--- config.mk ---
export PLATFORM = sky130hd
export DESIGN_NAME = asf_top
export DESIGN_NICKNAME = d
export VERILOG_FILES = /design/src/hw/asf_pkg.sv /design/src/hw/asf_filter.sv /design/src/hw/asf_halfbridge.sv /design/src/hw/asf_top.sv
export SDC_FILE = /design/constraint.sdc
export NUM_CORES = 1
export LEC_CHECK = 0
export CORE_UTILIZATION = 40
export DETAILED_ROUTE_END_ITERATION = 10
export DONT_BUFFER_PORTS = 1
export HOLD_SLACK_MARGIN = 0.06
export RECOVER_POWER = 25
export SLEW_MARGIN = 10
export SYNTH_ARGS = -nofsm -noshare
export SYNTH_HDL_FRONTEND = slang
export SYNTH_HIERARCHICAL = 1
export SYNTH_SLANG_ARGS = --single-unit
--- constraint.sdc ---
create_clock -name hclk -period 2.3 [get_ports hclk]
set_input_delay 0.23 -clock hclk [delete_from_list [all_inputs] [get_ports hclk]]
set_output_delay 0.23 -clock hclk [all_outputs]
set_load 0.1 [all_outputs]
--- src/hw/asf_pkg.sv ---
/*
  asf_pkg: shared constants for the amplifier stage fault control block.
  Assumes a single 25 MHz clock hclk and AHB-Lite register access.
*/
package asf_pkg;
  localparam int          NUM_CH        = 4;
  localparam int          CLK_MHZ       = 25;
  // register byte offsets
  localparam logic [7:0]  OFS_CTRL      = 8'h00;
  localparam logic [7:0]  OFS_STATUS    = 8'h04;
  localparam logic [7:0]  OFS_IRQ_STAT  = 8'h08;
  localparam logic [7:0]  OFS_IRQ_MASK  = 8'h0c;
  localparam logic [7:0]  OFS_CONFIG    = 8'h10;
  // ctrl fields
  localparam int          CTRL_SW_EN    = 0;
  localparam logic [31:0] CTRL_RESET    = 32'h0000_0001;
  // status fields
  localparam int          ST_SHORT      = 0;
  localparam int          ST_THERM      = 1;
  localparam int          ST_OV         = 2;
  localparam int          ST_UV         = 3;
  localparam int          ST_RUN        = 4;
  localparam int          ST_MODE       = 5;
  localparam int          ST_MODE_W     = 2;
  // irq event bits
  localparam int          IRQ_W         = 5;
  localparam int          EV_SHORT      = 0;
  localparam int          EV_THERM_ON   = 1;
  localparam int          EV_THERM_OFF  = 2;
  localparam int          EV_OV         = 3;
  localparam int          EV_UV         = 4;
  localparam logic [IRQ_W-1:0] IRQ_MASK_RESET = 5'h00;
  // thermal warning threshold in degrees C, as a code on the sensor word
  localparam logic [7:0]  THERMAL_WARNING_N_DEGC = 8'd125;
  localparam logic [7:0]  THERM_HYST_DEGC = 8'd10;
  // filter time for protection comparators, ns
  localparam int          FILT_NS       = 200;
  localparam int          FILT_CYC      = (FILT_NS * CLK_MHZ + 999) / 1000;
  typedef enum logic [1:0] {ASF_SE4, ASF_BTL2, ASF_SE2_BTL1} asf_mode_e;
endpackage

--- src/hw/asf_filter.sv ---
/*
  asf_filter: qualifies one raw detector level; output follows the input
  only after it has held steady for CYCLES clocks.
  Assumes the raw input is synchronous to clk.
*/
module asf_filter
  import asf_pkg::*;
#(
  parameter int CYCLES = FILT_CYC
) (
  input  wire logic clk,
  input  wire logic rst_n,
  input  wire logic raw,
  output logic      filt
);
  localparam int CW = $clog2(CYCLES + 1);
  logic [CW-1:0] cnt_reg;

  // count cycles where raw differs from filt; glitches shorter than the window are dropped
  always_ff @(posedge clk or negedge rst_n) begin
    if (!rst_n) begin
      cnt_reg <= '0;
      filt    <= 1'b0;
    end else if (raw == filt) begin
      cnt_reg <= '0;
    end else if (cnt_reg == CW'(CYCLES - 1)) begin
      cnt_reg <= '0;
      filt    <= raw;
    end else begin
      cnt_reg <= cnt_reg + 1'b1;
    end
  end
endmodule

--- src/hw/asf_halfbridge.sv ---
/*
  asf_halfbridge: gate command for one half-bridge output.
  Assumes pos/neg inputs synchronous to clk; drive low means outputs idle.
*/
module asf_halfbridge (
  input  wire logic clk,
  input  wire logic rst_n,
  input  wire logic allow,
  input  wire logic invert,
  input  wire logic pos_in,
  input  wire logic neg_in,
  output logic      hs_on,
  output logic      ls_on,
  output logic      pair_err
);
  wire logic valid_pair = pos_in ^ neg_in;
  wire logic level      = invert ? neg_in : pos_in;

  // both fets off when disabled or the pair is not complementary
  always_ff @(posedge clk or negedge rst_n) begin
    if (!rst_n) begin
      hs_on    <= 1'b0;
      ls_on    <= 1'b0;
      pair_err <= 1'b0;
    end else begin
      hs_on    <= allow & valid_pair & level;
      ls_on    <= allow & valid_pair & ~level;
      pair_err <= ~valid_pair;
    end
  end
endmodule

--- src/hw/asf_top.sv ---
/*
  asf_top: control and fault reporting of a four-channel class-D stage.
  Holds the short-circuit latch, the thermal warning with hysteresis, the
  supply fault gating, the output layout select, four half-bridge gate
  command slices and a small register file with a level interrupt.
  Read accesses take one wait state; writes complete with none.
  Assumes one 25 MHz clock, AHB-Lite single-word access, and analog
  detectors (short, over/under voltage, die temperature) synchronous to hclk.
  Assumes the controller keeps each pwm pair complementary; a broken pair
  only idles its own half-bridge and is reported, it is not latched.
  Assumes the detector levels already carry their own analog thresholds;
  only the die temperature arrives as a number and is compared here.
*/
module asf_top
  import asf_pkg::*;
#(
  parameter int NCH = NUM_CH
) (
  input  wire logic           hclk,
  input  wire logic           hresetn,
  input  wire logic           hsel,
  input  wire logic [31:0]    haddr,
  input  wire logic [1:0]     htrans,
  input  wire logic           hwrite,
  input  wire logic [2:0]     hsize,
  input  wire logic [31:0]    hwdata,
  input  wire logic           hready,
  output logic [31:0]         hrdata,
  output logic                hreadyout,
  output logic                hresp,
  input  wire logic           chan_a_pos_pwm_in,
  input  wire logic           chan_a_neg_pwm_in,
  input  wire logic           chan_b_pos_pwm_in,
  input  wire logic           chan_b_neg_pwm_in,
  input  wire logic           chan_c_pos_pwm_in,
  input  wire logic           chan_c_neg_pwm_in,
  input  wire logic           chan_d_pos_pwm_in,
  input  wire logic           chan_d_neg_pwm_in,
  input  wire logic           enable_in,
  input  wire logic           output_mode_strap,
  input  wire logic           bridge_pair_cd,
  input  wire logic [NCH-1:0] short_detect,
  input  wire logic           overvolt_detect,
  input  wire logic           undervolt_detect,
  input  wire logic [7:0]     die_temp_degc,
  output logic [NCH-1:0]      hs_gate_on,
  output logic [NCH-1:0]      ls_gate_on,
  output logic                short_fault_n,
  output logic                thermal_warning_n,
  output logic                irq
);
  // pwm pairs gathered by channel index a..d
  wire logic [NCH-1:0] pos_in = {chan_d_pos_pwm_in, chan_c_pos_pwm_in,
                                 chan_b_pos_pwm_in, chan_a_pos_pwm_in};
  wire logic [NCH-1:0] neg_in = {chan_d_neg_pwm_in, chan_c_neg_pwm_in,
                                 chan_b_neg_pwm_in, chan_a_neg_pwm_in};

  logic                 short_latch_reg;
  logic                 therm_reg;
  logic                 sw_en_reg;
  logic [IRQ_W-1:0]     irq_stat_reg;
  logic [IRQ_W-1:0]     irq_mask_reg;
  logic [IRQ_W-1:0]     irq_stat_next;
  logic                 enable_q_reg;
  asf_mode_e            mode_reg;
  logic                 ph_wr_reg;
  logic                 ph_rd_reg;
  logic [7:0]           ph_addr_reg;
  logic                 ov_q_reg;
  logic                 uv_q_reg;
  logic [NCH-1:0]       pair_err;
  logic [NCH-1:0]       short_f;
  logic                 ov_f;
  logic                 uv_f;

  // the enable pin acts as a synchronous reset of the short latch and reloads mode_reg from the strap; thermal, supply and irq status are not reset by it
  wire logic stage_rst_n = enable_in;

  // detector qualification; one filter per short input plus two supplies.
  // the filter costs a few cycles of reaction time but keeps switching
  // spikes on the detector lines from tripping the latch
  genvar g;
  generate
    for (g = 0; g < NCH; g++) begin : g_sc
      asf_filter u_sc (
        .clk   (hclk),
        .rst_n (hresetn),
        .raw   (short_detect[g]),
        .filt  (short_f[g])
      );
    end
  endgenerate

  asf_filter u_ov (
    .clk   (hclk),
    .rst_n (hresetn),
    .raw   (overvolt_detect),
    .filt  (ov_f)
  );

  asf_filter u_uv (
    .clk   (hclk),
    .rst_n (hresetn),
    .raw   (undervolt_detect),
    .filt  (uv_f)
  );

  // only output shorts feed the latch; thermal is kept off this path
  wire logic short_hit = |short_f;

  // short latch: set by a short, cleared only by the enable pin going low.
  // clear has priority, so a short that persists through reset re-latches
  // only once the enable pin is high again
  always_ff @(posedge hclk or negedge hresetn) begin
    if (!hresetn) begin
      short_latch_reg <= 1'b0;
    end else if (!stage_rst_n) begin
      short_latch_reg <= 1'b0;
    end else if (short_hit) begin
      short_latch_reg <= 1'b1;
    end
  end

  // thermal warning with hysteresis so it does not chatter at threshold;
  // between the two limits the flag keeps whatever it last held
  localparam logic [7:0] THERM_REL_DEGC = THERMAL_WARNING_N_DEGC - THERM_HYST_DEGC;
  wire logic therm_on  = die_temp_degc >= THERMAL_WARNING_N_DEGC;
  wire logic therm_off = die_temp_degc < THERM_REL_DEGC;

  always_ff @(posedge hclk or negedge hresetn) begin
    if (!hresetn) begin
      therm_reg <= 1'b0;
    end else if (therm_on) begin
      therm_reg <= 1'b1;
    end else if (therm_off) begin
      therm_reg <= 1'b0;
    end
  end

  // strap selects layout; bridge_pair_cd picks mixed vs all single-ended.
  // a strap change while running is ignored until the next enable low
  always_ff @(posedge hclk or negedge hresetn) begin
    if (!hresetn) begin
      mode_reg <= ASF_BTL2;
    end else if (!stage_rst_n) begin
      // only sampled while held in reset, so layout cannot change mid-play
      if (!output_mode_strap) begin
        mode_reg <= ASF_BTL2;
      end else if (bridge_pair_cd) begin
        mode_reg <= ASF_SE2_BTL1;
      end else begin
        mode_reg <= ASF_SE4;
      end
    end
  end

  // second half of each bridge runs inverted so the load sees the difference
  wire logic [NCH-1:0] invert_mask =
    (mode_reg == ASF_BTL2)     ? 4'b1010 :
    (mode_reg == ASF_SE2_BTL1) ? 4'b1000 : 4'b0000;

  // supply faults stop switching but do not latch, unlike a short;
  // the live short term idles the gates in the cycle before the latch
  // sets, and software can pause switching through the ctrl enable bit
  wire logic allow_sw = stage_rst_n & ~short_latch_reg & ~short_hit
                        & ~ov_f & ~uv_f & ~therm_on & sw_en_reg;

  generate
    for (g = 0; g < NCH; g++) begin : g_hb
      asf_halfbridge u_hb (
        .clk      (hclk),
        .rst_n    (hresetn),
        .allow    (allow_sw),
        .invert   (invert_mask[g]),
        .pos_in   (pos_in[g]),
        .neg_in   (neg_in[g]),
        .hs_on    (hs_gate_on[g]),
        .ls_on    (ls_gate_on[g]),
        .pair_err (pair_err[g])
      );
    end
  endgenerate

  // pin outputs registered, active low
  always_ff @(posedge hclk or negedge hresetn) begin
    if (!hresetn) begin
      short_fault_n     <= 1'b1;
      thermal_warning_n <= 1'b1;
    end else begin
      short_fault_n     <= ~(short_latch_reg | (stage_rst_n & short_hit));
      thermal_warning_n <= ~therm_reg;
    end
  end

  // delayed copies for status and for the supply event edges
  always_ff @(posedge hclk or negedge hresetn) begin
    if (!hresetn) begin
      enable_q_reg <= 1'b0;
      ov_q_reg     <= 1'b0;
      uv_q_reg     <= 1'b0;
    end else begin
      enable_q_reg <= stage_rst_n;
      ov_q_reg     <= ov_f;
      uv_q_reg     <= uv_f;
    end
  end

  // event edges for the interrupt status; each is one cycle wide so a
  // level that stays up does not refill a bit that software has cleared.
  // the short event is muted while the latch is already set or while the
  // stage is held in reset, so only the first hit of a fault is counted
  wire logic [IRQ_W-1:0] ev;
  assign ev[EV_SHORT]     = short_hit & ~short_latch_reg & stage_rst_n;
  assign ev[EV_THERM_ON]  = therm_on & ~therm_reg;
  assign ev[EV_THERM_OFF] = therm_off & therm_reg;
  assign ev[EV_OV]        = ov_f & ~ov_q_reg;
  assign ev[EV_UV]        = uv_f & ~uv_q_reg;

  // offset match, shared by the write strobes and the read mux
  function automatic logic addr_is(input logic [7:0] a,
                                   input logic [7:0] ofs);
    return a == ofs;
  endfunction

  // ahb address phase decode; nonseq and seq both count as a transfer
  wire logic       ahb_go    = hsel & hready & htrans[1];

  // one select per register, taken from the registered data-phase address
  wire logic       sel_ctrl  = addr_is(ph_addr_reg, OFS_CTRL);
  wire logic       sel_stat  = addr_is(ph_addr_reg, OFS_STATUS);
  wire logic       sel_istat = addr_is(ph_addr_reg, OFS_IRQ_STAT);
  wire logic       sel_imask = addr_is(ph_addr_reg, OFS_IRQ_MASK);
  wire logic       sel_cfg   = addr_is(ph_addr_reg, OFS_CONFIG);

  // write strobes land at the edge that ends the data phase, with hwdata
  wire logic       wr_ctrl   = ph_wr_reg & sel_ctrl;
  wire logic       wr_stat   = ph_wr_reg & sel_istat;
  wire logic       wr_mask   = ph_wr_reg & sel_imask;

  always_ff @(posedge hclk or negedge hresetn) begin
    if (!hresetn) begin
      ph_wr_reg   <= 1'b0;
      ph_rd_reg   <= 1'b0;
      ph_addr_reg <= 8'h00;
    end else begin
      ph_wr_reg   <= ahb_go & hwrite;
      ph_rd_reg   <= ahb_go & ~hwrite;
      ph_addr_reg <= haddr[7:0];
    end
  end

  // write-one-to-clear; a new event in the same cycle wins over the clear
  always_comb begin
    irq_stat_next = irq_stat_reg;
    if (wr_stat) begin
      irq_stat_next = irq_stat_next & ~hwdata[IRQ_W-1:0];
    end
    irq_stat_next = irq_stat_next | ev;
  end

  // sticky status and the interrupt pin, which updates at the same edge as the status
  always_ff @(posedge hclk or negedge hresetn) begin
    if (!hresetn) begin
      irq_stat_reg <= '0;
      irq          <= 1'b0;
    end else begin
      irq_stat_reg <= irq_stat_next;
      irq          <= |(irq_stat_next & irq_mask_reg);
    end
  end

  // mask register, written as a whole
  always_ff @(posedge hclk or negedge hresetn) begin
    if (!hresetn) begin
      irq_mask_reg <= IRQ_MASK_RESET;
    end else if (wr_mask) begin
      irq_mask_reg <= hwdata[IRQ_W-1:0];
    end
  end

  // control register; only the switching enable is implemented
  always_ff @(posedge hclk or negedge hresetn) begin
    if (!hresetn) begin
      sw_en_reg <= CTRL_RESET[CTRL_SW_EN];
    end else if (wr_ctrl) begin
      sw_en_reg <= hwdata[CTRL_SW_EN];
    end
  end

  // live status word; bits follow the status field positions
  wire logic [31:0] status_word =
    32'(({mode_reg, enable_q_reg, uv_f, ov_f, therm_reg, short_latch_reg}));

  // the narrow registers, zero-extended to the bus width
  wire logic [31:0] ctrl_word  = {31'h0, sw_en_reg};
  wire logic [31:0] istat_word = {27'h0, irq_stat_reg};
  wire logic [31:0] imask_word = {27'h0, irq_mask_reg};
  wire logic [31:0] cfg_word   = {28'h0, pair_err};

  // read select; unmapped offsets fall through to zero
  wire logic [31:0] rd_mux =
    sel_ctrl  ? ctrl_word :
    sel_stat  ? status_word :
    sel_istat ? istat_word :
    sel_imask ? imask_word :
    sel_cfg   ? cfg_word : 32'h0;

  // one wait state on reads, none on writes; unmapped reads return zero
  // with okay. the read word is taken from the registered address so the
  // mux sits in the data phase and does not lengthen the address path
  always_ff @(posedge hclk or negedge hresetn) begin
    if (!hresetn) begin
      hrdata    <= 32'h0;
      hreadyout <= 1'b1;
      hresp     <= 1'b0;
    end else begin
      hrdata    <= (ahb_go & ~hwrite) ? 32'h0 : hrdata;
      hreadyout <= ~(ahb_go & ~hwrite);
      hresp     <= 1'b0;
      if (ph_rd_reg) begin
        hrdata <= rd_mux;
      end
    end
  end
endmodule

==> reports/results.txt, run 1 <==
Total CTS buffers: 9
Gpl congestion: 0.7963
Worst-path maximum fanout: 7
Iter 0 DRT Violations: 90
Most frequent cells in the layout: 70 x dfrtp_1, 35 x nand2_1, 30 x conb_1, 30 x dlygate4sd3_1, 19 x inv_1
WL per Instance: 13.63 um
Lkg Pwr: 1.850 nW
Share of cells above drive strength 1: 0.1293
TritonCTS clock tree: yes
Critical Path Source: ph_addr_reg[1]$_DFF_PN0_
Synth Instances: 324
Pwr per Cell Area: 824.6 mW/mm^2
Detailed placer's ending HPWL: 4769 um
Slew headroom: 0.3332
Synthesized cell area: 0.003585 mm^2
Dominant synthesized flop cell: dfrtp_1
Row cnt: 34
Number of iterations in the first detailed-routing pass: 4
Initial Util: 0.4131
Hold buffer count at CTS: 31
Antenna viol nets, final: 0
FFs w/ async S/R, synth: 1.000
Hold path startpoint: chan_b_neg_pwm_in
Seq/Total Area, Yosys: 0.5253
H-tree levels: 3
Io pins: 144
VDD IR-drop max: 0.5456 mV
Critical Path Slowest Stage Cell: or4_4
Final net count: 486
Ant diodes: 0
Synthesis Warnings: 6
Final worst-path cycle share: 0.8740
Synth-to-layout area growth: 16.02%
Largest net degree at the start of global routing: 76
Hold crit path type: primary input to flop
Max-Cap Viols: 0
Die height: 96.67 um
FILL cells: 821
Worst slew pin tran: 1.000 ns
RR Startpoint: ph_addr_reg[1]$_DFF_PN0_
Final hold viol count: 0
Average cell area after synthesis: 11.06 um^2
Clk sink count: 75
Number of global-route vias before repair: 2291
First-pass GRT wire length: 11140 um
Synth unique cells: 49
Setup CP Type: flop to flop
Die X: 96.67 um
Synthesized flop and latch total: 75
Global route overflow: 0
Die area: 0.009344 mm^2
Clk_skew: 0.01004 ns
Port buffer count: 0
Max FFs per register: 12
Average vias per placed instance: 4.809
Max Freq: 0.4975 GHz
Clock Pin Slew Worst Setup and Hold Paths: 0.08 ns
Final min period: 2.010 ns
Max Slew Vio Count: 0
Setup bufs post-CTS: 0
Post-CTS sizing: 0
DRC violations left: 0
Largest stage delay, worst path: 0.56 ns
Total power: 3.429 mW
Most common cell after layout, fill and taps aside: dfrtp_1
Vias: 2342
Routed WL: 6639 um
Clk root buf: clkbuf_8
Initial antenna violation count: 0
Total negative slack: 0 ns
CP Cell Sequence: or4_4, nor3_4, nand2_4, nor2_8, mux2_4
Outcome: finished, final reports clean
Critical Path Start Type: flop
RSZ-0062 raised after global routing: no
Worst-Skew Late Latency: 0.34 ns
Post-synth EDFFs: 0
# setup viols final: 0
GRT Overall Usage: 0.1518
Critical path data required time: 2.53 ns
Crit. End Element: flop
CORE AREA: 0.008678 mm^2
Arrival time at the worst endpoint: 2.24 ns
Largest buffer count on any clock path: 2
-- report_power, final --
group	internal [mW]	switching (mW)	leakage, nW	total (mW)
clock	0.449	0.444	0.0905	0.893
sequential	1.53	0.202	0.933	1.74
combinational	0.321	0.480	0.827	0.801
-- synth_stat cells, types with 2 or more instances --
cell type | count | share of area
dfrtp_1 | 70 | 0.49
nand2_1 | 35 | 0.037
buf_4 | 26 | 0.054
inv_1 | 19 | 0.020
nand2b_1 | 17 | 0.030
ha_1 | 13 | 0.045
o21ai_0 | 13 | 0.018
a21oi_1 | 11 | 0.015
nor2_1 | 11 | 0.012
nor2b_1 | 11 | 0.019
o22ai_1 | 9 | 0.016
mux2_2 | 8 | 0.025
nor3b_1 | 7 | 0.015
or3b_1 | 6 | 0.015
xnor2_1 | 6 | 0.015
a21o_1 | 5 | 0.010
and2_1 | 5 | 0.0087
dfstp_2 | 5 | 0.037
mux2_4 | 5 | 0.021
nand2b_2 | 4 | 0.0098
a32o_1 | 3 | 0.0084
and3b_1 | 3 | 0.0073
nand3_1 | 3 | 0.0042
a211oi_1 | 2 | 0.0042
a22oi_1 | 2 | 0.0042
o221ai_1 | 2 | 0.0049
-- cells by family (layout without fill, tap and decap cells) --
logic type / count (synthesis) / count (layout) / share of synthesized area
fa+ha+maj: 13 / 13 / 0.04538
compound gates: 54 / 54 / 0.09808
simple gates: 114 / 114 / 0.1902
flops: 75 / 75 / 0.5253
xor+xnor: 6 / 6 / 0.01466
mux: 14 / 14 / 0.04887
other cells: 1 / 30 / 0.001046
buf+inv: 47 / 73 / 0.07644
-- critical path, delay by kind of cell, from the launching register on --
kind             cells  cell delay, ns
muxes                1            0.31
and+or+nand+nor      4            1.20
DFF                  1            0.37
-- final timing paths --
check                                                    endpoint  slack, ns  cells past startpoint
worst min-delay path                 g_hb[1].u_hb/hs_on$_DFF_PN0_       0.09                      2
min in group asynchronous                ph_addr_reg[2]$_DFF_PN0_       0.64                      2
worst max register to register        irq_mask_reg[2]$_DFFE_PN0P_       0.29                      5
worst min register to register          u_uv/cnt_reg[0]$_DFF_PN0_       0.46                      1
max in group asynchronous       g_sc[2].u_sc/cnt_reg[2]$_DFF_PN0_       1.02                      2
worst max-delay path                  irq_mask_reg[2]$_DFFE_PN0P_       0.29                      5
-- per-stage QoR --
step | hold slack (ns) | std cells | setup WS [ns] | instance area [um^2] | utilization
after detailed placement | -0.06452 | 440 | 0.3047 | 3679 | 0.4239
after floorplan | -0.06559 | 353 | 0.4828 | 3694 | -
after CTS | 0.06828 | 487 | 0.2874 | 4179 | 0.4815
after global routing | 0.07948 | 487 | 0.2248 | 4159 | 0.4792
after global placement | -0.06432 | 440 | 0.3269 | 3679 | 0.4239
final | 0.09242 | 487 | 0.2898 | 4159 | 0.4792
-- per-layer routing --
metal  GRT usage  part of all wire  vias to the layer above
met5           0                 0                        -
met3     0.03396             0.043                       11
met2      0.2351              0.49                       62
li1            -                 -                     1153
met4     0.07233             0.020                        0
met1      0.2022              0.45                     1116
-- area by class of cell --
class	instances	area, um^2	share of cell area
clock buffer	14	162.7	0.03911
clock inverter	2	10.01	0.002407
inverter	19	71.32	0.01715
multi-input combinational	231	1536	0.3694
sequential	75	1883	0.4528
tap	108	135.1	0.03249
timing repair buffer	38	360.3	0.08664
Note: power is estimated with default switching activity, not from simulation.
==> inputs of run 2 (changes only) <==
==> constraint.sdc (replaced) <==
create_clock -name hclk -period 1.85 [get_ports hclk]
set_input_delay 0.185 -clock hclk [delete_from_list [all_inputs] [get_ports hclk]]
set_output_delay 0.185 -clock hclk [all_outputs]
set_load 0.1 [all_outputs]
==> reports/results.txt, run 2 (synthesis results as in run 1) <==
Outcome: finished, violations left
Violated checks: negative hold slack, negative setup slack
Worst reg-to-reg path cell count: 6 (+1)
Total CTS buffers: 9 (unchanged)
Io pins: 144 (unchanged)
Final min period: 1.957 ns (-0.05283 ns)
CORE AREA: 0.008678 mm^2 (unchanged)
Clk root buf: clkbuf_8
Clock Pin Slew Worst Setup and Hold Paths: 0.09 ns (about the same)
Arrival time at the worst endpoint: 2.18 ns (-0.06 ns)
Critical path data required time: 2.07 ns (-0.46 ns)
Final worst-path cycle share: 1.058 (+0.1840)
Fin cells: 513 (+5.3%)
Max Slew Vio Count: 0 (unchanged)
VDD IR-drop max: 0.5679 mV (+4.1%)
Hold crit path type: primary input to async pin
Die area: 0.009344 mm^2 (unchanged)
Gpl congestion: 0.7984 (+0.26%)
WL per Instance: 13.73 um (+0.69%)
Antenna viol nets, final: 0 (unchanged)
DRC violations left: 0 (unchanged)
# setup viols final: 11 (+11)
First-pass GRT wire length: 11540 um (+3.7%)
Clk_skew: 0.01616 ns (+0.006114 ns)
TritonCTS clock tree: yes
Max-Cap Viols: 0 (unchanged)
Ant diodes: 0 (unchanged)
Pwr per Cell Area: 978.9 mW/mm^2 (+19%)
Crit. End Element: flop
Synth-to-layout area growth: 24.68%
Max Freq: 0.5109 GHz (+2.7%)
Die height: 96.67 um (unchanged)
Die X: 96.67 um (unchanged)
Row cnt: 34 (unchanged)
Number of global-route vias before repair: 2398 (+4.7%)
Hold buffer count at CTS: 38 (+23%)
Initial antenna violation count: 0 (unchanged)
Max FFs per register: 12 (unchanged)
Placed inst area: 0.003819 mm^2 (+3.8%)
Critical Path Source: ph_addr_reg[1]$_DFF_PN0_
Critical Path Start Type: flop
Share of cells above drive strength 1: 0.2025 (+0.07318)
Average vias per placed instance: 4.805 (about the same)
Total negative slack: -0.7368 ns (-0.7368 ns)
Largest net degree at the start of global routing: 76 (unchanged)
RSZ-0062 raised after global routing: yes
Design Area, Final: 0.004469 mm^2 (+7.5%)
Iter 0 DRT Violations: 133 (+48%)
Most frequent cells in the layout: 70 x dfrtp_1, 38 x dlygate4sd3_1, 31 x nand2_1, 30 x conb_1, 23 x buf_4
Minimum hold slack: -0.4794 ns (-0.5718 ns)
Worst-Skew Late Latency: 0.35 ns (about the same)
Final WS setup: -0.1073 ns (-0.3972 ns)
Clk sink count: 75 (unchanged)
Lkg Pwr: 1.987 nW (+7.4%)
RR Startpoint: ph_addr_reg[1]$_DFF_PN0_
Setup CP Type: flop to flop
Number of iterations in the first detailed-routing pass: 4 (unchanged)
Worst-path maximum fanout: 5 (-2)
Final hold viol count: 75 (+75)
Most common cell after layout, fill and taps aside: dfrtp_1
Detailed placer's ending HPWL: 4811 um (+0.87%)
Dpl cells: 457 (+3.9%)
Largest buffer count on any clock path: 2 (unchanged)
H-tree levels: 3 (unchanged)
Initial Util: 0.4131 (unchanged)
Port buffer count: 0 (unchanged)
GRT Overall Usage: 0.1553 (+0.003540)
Global route overflow: 0 (unchanged)
Slew headroom: 0.6641 (+0.3310)
Vias: 2465 (+5.3%)
FILL cells: 797 (-2.9%)
Worst slew pin tran: 0.5019 ns (-0.4983 ns)
Routed WL: 7042 um (+6.1%)
Final net count: 512 (+5.3%)
-- run 2: what timing repair did --
action	4_1_cts	5_1_grt
hold endpoints to repair	128	75
gates resized for setup	4	19
buffers inserted	0	2
gates cloned	0	0
pin swaps	1	15
endpoints found under the setup margin	8	26
-- run 2: final timing paths --
check | end | slack [ns]
max reg2reg | irq_mask_reg[3]$_DFFE_PN0P_ | -0.11
min | g_hb[2].u_hb/pair_err$_DFF_PN0_ | -0.48
min in group hclk | g_hb[0].u_hb/ls_on$_DFF_PN0_ | 0.09
max | irq_mask_reg[3]$_DFFE_PN0P_ | -0.11
max in group asynchronous | mode_reg[0]$_DFFE_PN1N_ | 2.12
min reg2reg | u_uv/cnt_reg[0]$_DFF_PN0_ | 0.47
-- run 2: power breakdown --
| group | internal [mW] | switching [mW] |
|---|---|---|
| logic | 0.421 | 0.588 |
| clock network | 0.619 | 0.590 |
| registers | 1.91 | 0.251 |
-- run 2: routing by layer --
layer | global-route usage | routed length [um] | vias up
met5 | 0 | 0 | -
met4 | 0.06889 | 95 | 0
met3 | 0.03540 | 333 | 8
met2 | 0.2405 | 3412 | 63
met1 | 0.2087 | 3201 | 1192
li1 | - | - | 1202
-- run 2: area by class of cell --
| cell class | count | area (um^2) | share of cell area |
|---|---|---|---|
| clock buffer | 11 | 131.4 | 0.02940 |
| clock inverter | 5 | 55.05 | 0.01232 |
| inverter | 19 | 71.32 | 0.01596 |
| multi-input combinational | 231 | 1598 | 0.3575 |
| sequential | 75 | 1883 | 0.4213 |
| tap | 108 | 135.1 | 0.03024 |
| timing repair buffer | 64 | 595.6 | 0.1333 |
-- run 2: stage by stage --
step,hold slack (ns),power [mW],utilization,worst slack (ns)
2_1_floorplan,-0.1106,2.974,-,0.03284
5_1_grt,-0.5014,4.623,0.5150,-0.1772
6_report,-0.4794,4.375,0.5150,-0.1073
4_1_cts,-0.4977,4.417,0.5071,-0.1024
3_5_place_dp,-0.1089,3.119,0.4400,-0.06914
3_3_place_gp,-0.1090,3.070,0.4400,-0.07301
-- run 2: critical path: stages (launching register included) --
cell and delay [ns]:
dfrtp_1 0.37, or4_4 0.56, nor3_4 0.21, buf_6 0.14, nand2_4 0.07, nor2_8 0.17
mux2_4 0.31
==> inputs of run 3 (changes only) <==
--- a/config.mk
+++ b/config.mk
@@ -6,6 +6,7 @@
 export NUM_CORES = 1
 export LEC_CHECK = 0
 export CORE_UTILIZATION = 40
+export CTS_BUF_LIST = sky130_fd_sc_hd__clkbuf_4
 export DETAILED_ROUTE_END_ITERATION = 10
 export DONT_BUFFER_PORTS = 1
 export HOLD_SLACK_MARGIN = 0.06
==> reports/results.txt, run 3 (synthesis results as in run 1) <==
Clk_skew: 0.02195 ns (+0.005793 ns)
RSZ-0062 raised after global routing: yes
Clk sink count: 75 (unchanged)
Hold crit path type: primary input to flop
Final hold viol count: 0 (-100%)
Largest buffer count on any clock path: 2 (unchanged)
Clock Pin Slew Worst Setup and Hold Paths: 0.13 ns (+0.04 ns)
Crit. End Element: flop
Violated checks: negative setup slack
Share of cells above drive strength 1: 0.2122 (+0.009726)
Part of the power in the clock network: 0.236 (-0.040)
Met1 global-route usage: 0.1998 (-0.008940)
FILL cells: 798 (+0.13%)
Power Internal: 2.781 mW (-5.6%)
Lkg Pwr: 1.996 nW (+0.44%)
Initial Util: 0.4131 (unchanged)
Worst slew pin tran: 0.9975 ns (+0.4955 ns)
Final worst-path cycle share: 1.065 (+0.006899)
Row cnt: 34 (unchanged)
# setup viols final: 10 (-1)
Largest net degree at the start of global routing: 76 (unchanged)
Arrival time at the worst endpoint: 2.26 ns (+0.08 ns)
Placed inst area: 0.003819 mm^2 (unchanged)
Slew headroom: 0.3350 (-0.3291)
TritonCTS clock tree: yes
CORE AREA: 0.008678 mm^2 (unchanged)
Max Slew Vio Count: 0 (unchanged)
Sw Share: 0.3400 (+0.01336)
Most common cell after layout, fill and taps aside: dfrtp_1
Hold path depth: 3
Outcome: finished, violations left
Final WS setup: -0.1201 ns (-0.01276 ns)
Die X: 96.67 um (unchanged)
Die area: 0.009344 mm^2 (unchanged)
Max-Cap Viols: 0 (unchanged)
First-pass GRT wire length: 11520 um (-0.17%)
Worst-Skew Late Latency: 0.41 ns (+0.06 ns)
VDD IR-drop max: 0.5338 mV (-6.0%)
Iter 0 DRT Violations: 116 (-13%)
Number of iterations in the first detailed-routing pass: 4 (unchanged)
Vias: 2517 (+2.1%)
Critical path data required time: 2.14 ns (+0.07 ns)
Max Freq: 0.5076 GHz (-0.65%)
H-tree levels: 3 (unchanged)
M3 GR Usage: 0.03396 (-0.001445)
WL per Instance: 13.42 um (-2.3%)
Gpl congestion: 0.7984 (unchanged)
Total CTS buffers: 9 (unchanged)
Io pins: 144 (unchanged)
Average vias per placed instance: 4.859 (+1.1%)
Post-placement setup slack: -0.06914 ns (unchanged)
Antenna viol nets, final: 0 (unchanged)
Setup CP Type: flop to flop
Die height: 96.67 um (unchanged)
DRC violations left: 0 (unchanged)
Max FFs per register: 12 (unchanged)
Final min period: 1.970 ns (+0.01276 ns)
M2 GR Usage: 0.2443 (+0.003792)
Final net count: 517 (+0.98%)
Most frequent cells in the layout: 70 x dfrtp_1, 41 x dlygate4sd3_1, 30 x nand2_1, 30 x conb_1, 24 x buf_4
Initial antenna violation count: 0 (unchanged)
Seq pwr share: 0.511 (+0.018)
Worst-path maximum fanout: 5 (unchanged)
Gr busiest metal: met2
Design Area, Final: 0.004468 mm^2 (about the same)
Switch Pwr: 1.432 mW (+0.24%)
Port buffer count: 0 (unchanged)
Clk root buf: clkbuf_4
Comb power frac: 0.254 (+0.023)
GRT Overall Usage: 0.1541 (-0.001229)
Worst reg-to-reg path cell count: 6 (unchanged)
Routed WL: 6950 um (-1.3%)
Post-layout util: 0.5149 (about the same)
Pwr per Cell Area: 942.9 mW/mm^2 (-3.7%)
Detailed placer's ending HPWL: 4811 um (unchanged)
Dpl cells: 457 (unchanged)
Synth-to-layout area growth: 24.64% (about the same)
Fin cells: 518 (+0.97%)
Global route overflow: 0 (unchanged)
Ant diodes: 0 (unchanged)
Number of global-route vias before repair: 2435 (+1.5%)
Critical Path Start Type: flop
-- run 3: changes by cell type in the layout (fill, tap and decap cells not counted), sizes merged --
cell and change:
clkbuf +1, dlygate4sd3 +3, buf +1
-- run 3: routing by layer --
layer  part of all wire  routed length [um]  vias up
met3              0.044                 306       13
met1               0.44                3092     1225
met4              0.021                 149        0
li1                   -                   -     1218
met5                  0                   0        -
met2               0.49                3401       61
-- run 3: final timing paths --
kind | start | endpoint | slack, ns
hold reg to reg | u_ov/cnt_reg[0]$_DFF_PN0_ | u_ov/cnt_reg[0]$_DFF_PN0_ | 0.47
setup reg to reg | ph_addr_reg[1]$_DFF_PN0_ | irq_mask_reg[3]$_DFFE_PN0P_ | -0.12
max in group asynchronous | hresetn | irq_stat_reg[4]$_DFF_PN0_ | 0.73
min in group asynchronous | hresetn | ph_addr_reg[7]$_DFF_PN0_ | 0.48
hold / removal | die_temp_degc[2] | therm_reg$_DFFE_PN0P_ | 0.1
setup / recovery | ph_addr_reg[1]$_DFF_PN0_ | irq_mask_reg[3]$_DFFE_PN0P_ | -0.12
-- run 3: repair_timing --
item | 4_1_cts | 5_1_grt
hold buffers | 42 | 0
pin swaps | 10 | 11
gates cloned | 0 | 0
setup endpoints to repair | 10 | 26
buffers inserted | 0 | 3
gates resized for setup | 6 | 18
hold endpoints to repair | 139 | 0
-- run 3: critical path, stage by stage, from the launching register on --
cell and delay, ns:
dfrtp_1 0.39, or4_4 0.56, nor3_4 0.21, buf_6 0.14, nand2_4 0.07, nor2_8 0.17
mux2_4 0.31
-- run 3: final cells by class --
class,count,area (um^2),share of cell area
clock buffer,11,82.58,0.01848
clock inverter,5,55.05,0.01232
inverter,19,71.32,0.01596
multi-input combinational,231,1600,0.3582
sequential,75,1883,0.4215
tap,108,135.1,0.03024
timing repair buffer,69,640.6,0.1434
-- run 3: through the flow --
stage               setup TNS (ns)  total power, mW  hold slack (ns)
global placement           -0.4882            3.070          -0.1090
floorplan                        0            2.974          -0.1106
finish                     -0.8432            4.213          0.09750
detailed placement         -0.4968            3.119          -0.1089
CTS                        -0.8481            4.251          0.07055
global route                -2.031            4.471           0.1016
-- run 3: power by group through the flow --
| stage | combinational, mW | clock [mW] | sequential [mW] |
|---|---|---|---|
| 2_1_floorplan | 0.833 | 0 | 2.14 |
| 3_3_place_gp | 0.893 | 0 | 2.18 |
| 3_5_place_dp | 0.931 | 0 | 2.19 |
| 4_1_cts | 1.06 | 1.04 | 2.16 |
| 5_1_grt | 1.19 | 1.10 | 2.19 |
| 6_report | 1.07 | 0.993 | 2.15 |
